--- src/common/tx_pin_mux_pkg.sv ---
// constants and types shared by the transmit pin role multiplexer
package tx_pin_mux_pkg;
  // ------------------------------------------------------------------
  // register map (byte addresses)
  // ------------------------------------------------------------------
  localparam logic [4:0] ADDR_CTRL = 5'h00;
  localparam logic [4:0] ADDR_ADD_BYTE = 5'h04;
  localparam logic [4:0] ADDR_PKT_BYTE = 5'h08;
  localparam logic [4:0] ADDR_SERIAL = 5'h0C;
  localparam logic [4:0] ADDR_STATUS = 5'h10;
  // ------------------------------------------------------------------
  // control field positions and reset value
  // ------------------------------------------------------------------
  localparam int CTRL_ADD_EN = 0;
  localparam int CTRL_MODE_LO = 1;
  localparam int CTRL_MODE_HI = 2;
  localparam int CTRL_SW_ALARM = 3;
  localparam int CTRL_SW_ALARM_VAL = 4;
  localparam logic [4:0] CTRL_RESET = 5'h00;
  // ------------------------------------------------------------------
  // counts (cycles of aclk, bits of payload clock)
  // ------------------------------------------------------------------
  localparam int PKT_HALF_DEF = 4;
  localparam int FRAME_BITS_DEF = 1024;
  localparam int OH_BITS_DEF = 8;
  localparam logic [1:0] RESP_OKAY = 2'h0;
  localparam logic [1:0] RESP_SLVERR = 2'h2;
  // ------------------------------------------------------------------
  // operating modes while the add bus is disabled
  // ------------------------------------------------------------------
  typedef enum logic [1:0] {
    MODE_PACKET = 2'b00,
    MODE_CLEAR = 2'b01,
    MODE_MAPPER = 2'b10,
    MODE_FRAMER = 2'b11
  } role_mode_e;
endpackage

--- src/rtl/tx_channel_input_pin_mux.sv ---
// transmit data pins 4..7 role multiplexer with AXI4-Lite control
`timescale 1ns/1ns
module tx_channel_input_pin_mux #(
  parameter int PKT_HALF = tx_pin_mux_pkg::PKT_HALF_DEF,
  parameter int FRAME_BITS = tx_pin_mux_pkg::FRAME_BITS_DEF,
  parameter int OH_BITS = tx_pin_mux_pkg::OH_BITS_DEF
) (
  // clock and reset
  input wire logic aclk,
  input wire logic aresetn,
  // axi4-lite write
  input wire logic [4:0] awaddr,
  input wire logic awvalid,
  output logic awready,
  input wire logic [31:0] wdata,
  input wire logic [3:0] wstrb,
  input wire logic wvalid,
  output logic wready,
  output logic [1:0] bresp,
  output logic bvalid,
  input wire logic bready,
  // axi4-lite read
  input wire logic [4:0] araddr,
  input wire logic arvalid,
  output logic arready,
  output logic [31:0] rdata,
  output logic [1:0] rresp,
  output logic rvalid,
  input wire logic rready,
  // shared data lines (0..3 belong to neighbouring pins)
  input wire logic [7:0] pin_in,
  output logic overhead_slot_indicator,
  output logic overhead_slot_indicator_oe,
  output logic frame_boundary_pulse,
  output logic frame_boundary_pulse_oe,
  // clocks from and to the system side
  input wire logic add_bus_clock_ch1,
  input wire logic payload_in_clock,
  output logic packet_tx_byte_clock,
  output logic packet_tx_byte_clock_oe,
  // captured data toward the channel
  output logic [7:0] add_bus_data_ch1,
  output logic add_byte_valid,
  output logic [7:0] packet_tx_byte,
  output logic packet_byte_valid,
  output logic payload_serial_in,
  output logic payload_bit_valid,
  output logic alarm_pattern_request
);
  import tx_pin_mux_pkg::*;

  // ------------------------------------------------------------------
  // input synchronisers and edge detection
  // ------------------------------------------------------------------
  logic [9:0] sync1_r;
  logic [9:0] sync2_r;
  logic add_clk_d_r;
  logic pay_clk_d_r;
  logic [4:0] ctrl_r;

  // two stages for the pins and both outside clocks
  always_ff @(posedge aclk) begin
    if (!aresetn) begin
      sync1_r <= 10'h000;
      sync2_r <= 10'h000;
      add_clk_d_r <= 1'b0;
      pay_clk_d_r <= 1'b0;
    end else begin
      sync1_r <= {payload_in_clock, add_bus_clock_ch1, pin_in};
      sync2_r <= sync1_r;
      add_clk_d_r <= sync2_r[8];
      pay_clk_d_r <= sync2_r[9];
    end
  end

  wire [7:0] line_s = sync2_r[7:0];
  wire add_fall = add_clk_d_r & ~sync2_r[8];
  wire pay_rise = ~pay_clk_d_r & sync2_r[9];
  wire add_en = ctrl_r[CTRL_ADD_EN];
  wire [1:0] mode = ctrl_r[CTRL_MODE_HI:CTRL_MODE_LO];

  // role decode: add bus first, then the mode
  wire pkt_mode = ~add_en & (mode == MODE_PACKET);
  wire clear_mode = ~add_en & (mode == MODE_CLEAR);
  wire framer_any = ~add_en & (mode == MODE_CLEAR | mode == MODE_FRAMER);

  // ------------------------------------------------------------------
  // add bus capture
  // ------------------------------------------------------------------
  logic [7:0] add_byte_r;
  logic add_vld_r;

  // whole byte latched at the add clock falling edge, line 7 is msb
  always_ff @(posedge aclk) begin
    if (!aresetn) begin
      add_byte_r <= 8'h00;
      add_vld_r <= 1'b0;
    end else begin
      add_vld_r <= add_en & add_fall;
      if (add_en && add_fall) begin
        add_byte_r <= line_s;
      end
    end
  end

  // ------------------------------------------------------------------
  // packet byte clock and capture
  // ------------------------------------------------------------------
  logic [15:0] div_cnt_r;
  logic pkt_clk_r;
  logic [1:0] rise_d_r;
  logic [7:0] pkt_byte_r;
  logic pkt_vld_r;

  wire div_tick = (div_cnt_r == 16'(PKT_HALF - 1));
  wire pkt_rise = pkt_mode & div_tick & ~pkt_clk_r;

  // divider toggles the byte clock only in packet mode
  always_ff @(posedge aclk) begin
    if (!aresetn || !pkt_mode) begin
      div_cnt_r <= 16'h0000;
      pkt_clk_r <= 1'b0;
    end else begin
      div_cnt_r <= div_tick ? 16'h0000 : div_cnt_r + 16'h0001;
      if (div_tick) begin
        pkt_clk_r <= ~pkt_clk_r;
      end
    end
  end

  // synced lines reach the capture two cycles after the rise
  always_ff @(posedge aclk) begin
    if (!aresetn) begin
      rise_d_r <= 2'h0;
      pkt_byte_r <= 8'h00;
      pkt_vld_r <= 1'b0;
    end else begin
      rise_d_r <= {rise_d_r[0], pkt_rise};
      pkt_vld_r <= rise_d_r[1] & pkt_mode;
      if (rise_d_r[1] && pkt_mode) begin
        pkt_byte_r <= line_s;
      end
    end
  end

  // ------------------------------------------------------------------
  // serial payload and frame boundary
  // ------------------------------------------------------------------
  logic [31:0] ser_shift_r;
  logic ser_vld_r;
  logic [15:0] bit_cnt_r;
  logic fbp_r;
  logic oh_r;

  wire frame_wrap = (bit_cnt_r == 16'(FRAME_BITS - 1));

  // line 6 sampled at each payload clock rise; boundary one period wide
  always_ff @(posedge aclk) begin
    if (!aresetn || !clear_mode) begin
      ser_shift_r <= 32'h0000_0000;
      ser_vld_r <= 1'b0;
      bit_cnt_r <= 16'h0000;
      fbp_r <= 1'b0;
      oh_r <= 1'b0;
    end else begin
      ser_vld_r <= pay_rise;
      if (pay_rise) begin
        ser_shift_r <= {ser_shift_r[30:0], line_s[6]};
        bit_cnt_r <= frame_wrap ? 16'h0000 : bit_cnt_r + 16'h0001;
        fbp_r <= frame_wrap;
        oh_r <= frame_wrap | (bit_cnt_r < 16'(OH_BITS - 1));
      end
    end
  end

  // ------------------------------------------------------------------
  // alarm pattern request
  // ------------------------------------------------------------------
  logic alarm_r;
  wire sw_alarm = ctrl_r[CTRL_SW_ALARM];
  // pin 7 ignored when software owns the alarm
  wire alarm_nxt = sw_alarm ? ctrl_r[CTRL_SW_ALARM_VAL] : line_s[7];

  // frame generator request follows the pin only in framer modes
  always_ff @(posedge aclk) begin
    if (!aresetn) begin
      alarm_r <= 1'b0;
    end else begin
      alarm_r <= framer_any & alarm_nxt;
    end
  end

  // ------------------------------------------------------------------
  // pin drive: only the selected output role drives
  // ------------------------------------------------------------------
  assign frame_boundary_pulse = fbp_r;
  assign frame_boundary_pulse_oe = clear_mode;
  assign overhead_slot_indicator = oh_r;
  assign overhead_slot_indicator_oe = clear_mode;
  assign packet_tx_byte_clock = pkt_clk_r;
  assign packet_tx_byte_clock_oe = pkt_mode;
  assign add_bus_data_ch1 = add_byte_r;
  assign add_byte_valid = add_vld_r;
  assign packet_tx_byte = pkt_byte_r;
  assign packet_byte_valid = pkt_vld_r;
  assign payload_serial_in = ser_shift_r[0];
  assign payload_bit_valid = ser_vld_r;
  assign alarm_pattern_request = alarm_r;

  // ------------------------------------------------------------------
  // axi4-lite slave
  // ------------------------------------------------------------------
  logic aw_held_r;
  logic w_held_r;
  logic [4:0] aw_addr_r;
  logic [31:0] w_data_r;
  logic [3:0] w_strb_r;
  logic bvalid_r;
  logic [1:0] bresp_r;
  logic rvalid_r;
  logic [31:0] rdata_r;
  logic [1:0] rresp_r;

  assign awready = ~aw_held_r & ~bvalid_r;
  assign wready = ~w_held_r & ~bvalid_r;
  assign arready = ~rvalid_r;
  wire aw_take = awvalid & awready;
  wire w_take = wvalid & wready;
  wire aw_have = aw_held_r | aw_take;
  wire w_have = w_held_r | w_take;
  wire do_write = aw_have & w_have & ~bvalid_r;
  wire [4:0] wr_addr = aw_held_r ? aw_addr_r : awaddr;
  wire [31:0] wr_data = w_held_r ? w_data_r : wdata;
  wire [3:0] wr_strb = w_held_r ? w_strb_r : wstrb;
  wire wr_ctrl = do_write & (wr_addr == ADDR_CTRL);
  wire wr_ok = (wr_addr == ADDR_CTRL) | (wr_addr == ADDR_ADD_BYTE)
    | (wr_addr == ADDR_PKT_BYTE) | (wr_addr == ADDR_SERIAL)
    | (wr_addr == ADDR_STATUS);
  wire ar_take = arvalid & arready;
  wire [31:0] status_w = {26'h0, alarm_r, fbp_r, pkt_clk_r, mode, add_en};
  wire wr_ok_rd = (araddr == ADDR_CTRL) | (araddr == ADDR_ADD_BYTE)
    | (araddr == ADDR_PKT_BYTE) | (araddr == ADDR_SERIAL)
    | (araddr == ADDR_STATUS);
  wire rd_ok = wr_ok_rd;
  wire [31:0] rd_mux =
    (araddr == ADDR_CTRL) ? {27'h0, ctrl_r} :
    (araddr == ADDR_ADD_BYTE) ? {24'h0, add_byte_r} :
    (araddr == ADDR_PKT_BYTE) ? {24'h0, pkt_byte_r} :
    (araddr == ADDR_SERIAL) ? ser_shift_r :
    (araddr == ADDR_STATUS) ? status_w : 32'h0000_0000;

  // address and data may arrive in either order; write once both held
  always_ff @(posedge aclk) begin
    if (!aresetn) begin
      aw_held_r <= 1'b0;
      w_held_r <= 1'b0;
      aw_addr_r <= 5'h00;
      w_data_r <= 32'h0000_0000;
      w_strb_r <= 4'h0;
      bvalid_r <= 1'b0;
      bresp_r <= RESP_OKAY;
    end else begin
      if (aw_take) begin
        aw_addr_r <= awaddr;
      end
      if (w_take) begin
        w_data_r <= wdata;
        w_strb_r <= wstrb;
      end
      aw_held_r <= aw_have & ~do_write;
      w_held_r <= w_have & ~do_write;
      if (do_write) begin
        bvalid_r <= 1'b1;
        bresp_r <= wr_ok ? RESP_OKAY : RESP_SLVERR;
      end else if (bready) begin
        bvalid_r <= 1'b0;
      end
    end
  end

  // control register, low byte lane only
  always_ff @(posedge aclk) begin
    if (!aresetn) begin
      ctrl_r <= CTRL_RESET;
    end else if (wr_ctrl && wr_strb[0]) begin
      ctrl_r <= wr_data[4:0];
    end
  end

  // read answer one cycle after the address is taken
  always_ff @(posedge aclk) begin
    if (!aresetn) begin
      rvalid_r <= 1'b0;
      rdata_r <= 32'h0000_0000;
      rresp_r <= RESP_OKAY;
    end else if (ar_take) begin
      rvalid_r <= 1'b1;
      rdata_r <= rd_mux;
      rresp_r <= rd_ok ? RESP_OKAY : RESP_SLVERR;
    end else if (rready) begin
      rvalid_r <= 1'b0;
    end
  end

  assign bvalid = bvalid_r;
  assign bresp = bresp_r;
  assign rvalid = rvalid_r;
  assign rdata = rdata_r;
  assign rresp = rresp_r;
endmodule // tx_channel_input_pin_mux

--- config.mk ---
export PLATFORM = sky130hd
export DESIGN_NAME = tx_channel_input_pin_mux
export DESIGN_NICKNAME = d
export VERILOG_FILES = /design/src/common/tx_pin_mux_pkg.sv /design/src/rtl/tx_channel_input_pin_mux.sv
export SDC_FILE = /design/constraint.sdc
export NUM_CORES = 1
export LEC_CHECK = 0
export BUFFER_PORTS_ARGS = -buffer_cell sky130_fd_sc_hd__buf_2
export CELL_PAD_IN_SITES_DETAIL_PLACEMENT = 1
export CELL_PAD_IN_SITES_GLOBAL_PLACEMENT = 2
export CORE_AREA = 2 2 145 147
export DETAILED_ROUTE_END_ITERATION = 10
export DIE_AREA = 0 0 147 149
export PLACE_DENSITY = 0.87
export SYNTH_ARGS = -nofsm -noshare
export SYNTH_HDL_FRONTEND = slang
export SYNTH_SLANG_ARGS = --single-unit
--- constraint.sdc ---
create_clock -name aclk -period 2.6 [get_ports aclk]
set_clock_uncertainty 0.2 [all_clocks]
set_input_delay 0.39 -clock aclk [delete_from_list [all_inputs] [get_ports aclk]]
set_output_delay 0.39 -clock aclk [all_outputs]
set_load 0.01 [all_outputs]
==> results.tsv <==
stage	metric	value	unit
yosys	syn_inst	720	
critical_path	crit_fanout	7	
final_layout	syn_to_final_growth	22.8	%
critical_path	slowest_delay	0.58	ns
sta	hold_violations	0	
grt	grt_overflow	0	
drt	ant_nets	0	
yosys	synth-main-ff-cell	dfxtp_1	
critical_path	timing.rr.start	bit_cnt_r[10]$_SDFFE_PP0P_	
drt	avgRoutedWirePerCell	15.3	um
critical_path	path_class	register to output pin	
drt	wl	16900	um
yosys	synth_seq_cells	165	
pwr	power.density	692	nW/um^2
critical_path	cp-start-kind	register	
placement	port_buffers	98	
yosys	ys_async_sr_fraction	0	%
critical_path	endpoint	frame_boundary_pulse_oe	
sta	period_needed	2.26	ns
die	core	20600	sq um
yosys	synth-seq-area-share	51.6	%
drt	vias	5368	
critical_path	worstSetupStartpoint	ctrl_r[0]$_SDFFE_PN0P_	
hold_path	min-delay-start	awaddr[4]	
critical_path	crit_path_end_kind	output pin	
clock_network	clk_pin_slew	0.06	ns
grt	grt_pass1_wl	27900	um
run_status	outcome	complete, no violations	
run	cap_violations	0	
die	rows	53	
yosys	synthesis.area	6400	sq um
die	io-pin-count	131	
die	dieArea	21900	sq um
critical_path	reg2reg_slack	0.46	ns
clock_network	clk_latency	0.43	ns
sta	setup_tns	0	ns
sta	clock.fmax	0.442	GHz
yosys	synth_edf_count	0	
pwr	p_leak	2.99	nW
final_layout	final_common_cell	dfxtp_1	
hold_path	hold_path.class	input pin to register	
critical_path	slowest_stage	nor3b_1	
final_layout	most-common-layout-cells	dfxtp_1, nand2_1, buf_2	
critical_path	crit_chain	nor3b_1, buf_2	
sta	worst_slew_pin_slew	0.651	ns
critical_path	reg2reg_to	overhead_slot_indicator$_SDFFE_PP0P_	
clock_network	htree_levels	4	
final_layout	diodes	0	
clock_network	cts_tree	yes	
yosys	synth_area_leaders	dfxtp_1, nand2_1, nor2_1, a21oi_1, mux2i_1	
critical_path	cp.required	2.01	ns
placement	hpwl	11600	um
drt	route.detailed.drc	0	
sta	setup_viol	0	
yosys	synth_area_leader_cell	dfxtp_1	
final_layout	layout.nets	881	
grt	grt_max_degree	43	
final_layout	drive_gt1_share	18.3	%
placement	gp_congestion	0.792	
grt	antenna_found_initial	1	
sta	rsz0062_at_grt	false	
clock_network	cts.sinks	165	
sta	maxSlewViolCount	0	
drt	drtPass1Iterations	4	
drt	drt_iter0_markers	294	
critical_path	arrival	1.67	ns
drt	vias_per_cell	4.87	
yosys	ys_warn_count	0	
final_layout	final_core_utilization	38.2	%
die	start_util	31.1	%
critical_path	cp_num_buf_inv	1	
grt	grt_pass1_vias	5402	
critical_path	cp.depth	2	
yosys	postSynthAreaPerCell	8.89	sq um
critical_path	crit_family	simple AND/OR/NAND/NOR gates	
sta	post-route-period-util	87.1	%
yosys	ys_types	53	
die	fp.dieW	147	um
die	die_h	149	um
sta	relSlewSlack	56.0	%
pwr	ir_worst_vdd	469	uV
clock_network	clockBufferDepth	2	
critical_path	reg2reg_depth	4	
clock_network	numCtsBuffers	17	
grt	grt_usage	16.0	%
clock_network	cts_root_buf	clkbuf_16	
yosys	synth_top_area_share	51.6	%
cell usage after synthesis (6+ instances only):
library cell    n
dfxtp_1       165
nand2_1       110
nor2_1         87
a21oi_1        58
clkbuf_1       35
mux2i_1        29
a22oi_1        28
and2_1         27
xnor2_1        18
nand3_1        14
nor3_1         12
inv_1          10
nand4_1        10
nor4_1          9
o21ai_0         9
xor2_1          9
nor2b_1         8
buf_2           7
nand2b_1        6
worst min path at each step:
stage          depth (start not counted)  slack, ns                        end
2_1_floorplan                          1       0.21     rise_d_r[1]$_SDFF_PN0_
3_3_place_gp                           1       0.21      sync2_r[3]$_SDFF_PN0_
3_5_place_dp                           1       0.22      sync2_r[2]$_SDFF_PN0_
4_1_cts                                3      0.002        bvalid$_SDFFE_PN0P_
5_1_grt                                3      0.007        bvalid$_SDFFE_PN0P_
6_report                               3       0.01  aw_addr_r[4]$_SDFFE_PN0P_
cell type report:
type                            count  area, sq um
Sequential cell                   165         3300
Tap cell                          275          344
Clock buffer                       23          488
Inverter                           10         37.5
Multi-Input combinational cell    499         2870
Clock inverter                      7         97.6
Timing Repair Buffer              123          721
Fill cell                        2453        12700
per-stage QoR:
stage | cell area, sq um | total power [mW] | hold slack (ns) | instances | setup slack [ns]
after floorplan | 6400 | 2.87 | 0.212 | 721 | 0.677
after global placement | 7150 | 2.97 | 0.214 | 1060 | 0.471
after detailed placement | 7150 | 2.97 | 0.221 | 1060 | 0.472
after CTS | 7860 | 5.51 | 0.00250 | 1102 | 0.285
after global routing | 7860 | 5.67 | 0.00689 | 1102 | 0.248
final | 7860 | 5.44 | 0.0146 | 1102 | 0.336
tightest hold or removal path: cells and delay by family:
kind | cells | cell delay (ns)
mux | 1 | 0.06
simple gates | 1 | 0.07
buf+inv | 1 | 0.09
metal layers:
metal  GRT usage (%)  wire length (um)
met5               0                 0
met4            5.87               274
met3            4.01               707
met2            27.0              8270
met1            20.0              7640
repair_timing:
action / 4_1_cts / 5_1_grt
hold endpoints to repair: 12 / 0
buffers inserted: 0 / 0
gates resized for setup: 0 / 0
hold buffers: 12 / 0
power breakdown:
group	total (mW)	switching [mW]	internal (mW)
clock	2.51	1.00	1.51
sequential	2.62	0.0398	2.58
combinational	0.308	0.183	0.125
total	5.44	1.23	4.21
sequential cells by signal (all words and copies together), names as in the netlist, 8 cells and up:
register,cells
sync2_r,10
ser_shift_r,32
sync1_r,10
div_cnt_r,16
add_bus_data_ch1,8
packet_tx_byte,8
bit_cnt_r,16
rdata,32
cells by family after synthesis:
family / after synthesis / share of synthesized area, %
AND/OR/NAND/NOR: 306 / 22.4
flip-flops: 165 / 51.6
AO/OA/AOI/OAI: 132 / 13.5
other: 1 / 0.0586
buffers and inverters: 57 / 3.66
multiplexers: 30 / 4.71
adder cells (fa/ha/maj): 2 / 0.391
XOR/XNOR: 27 / 3.70
(Power assumes the default switching activity.)
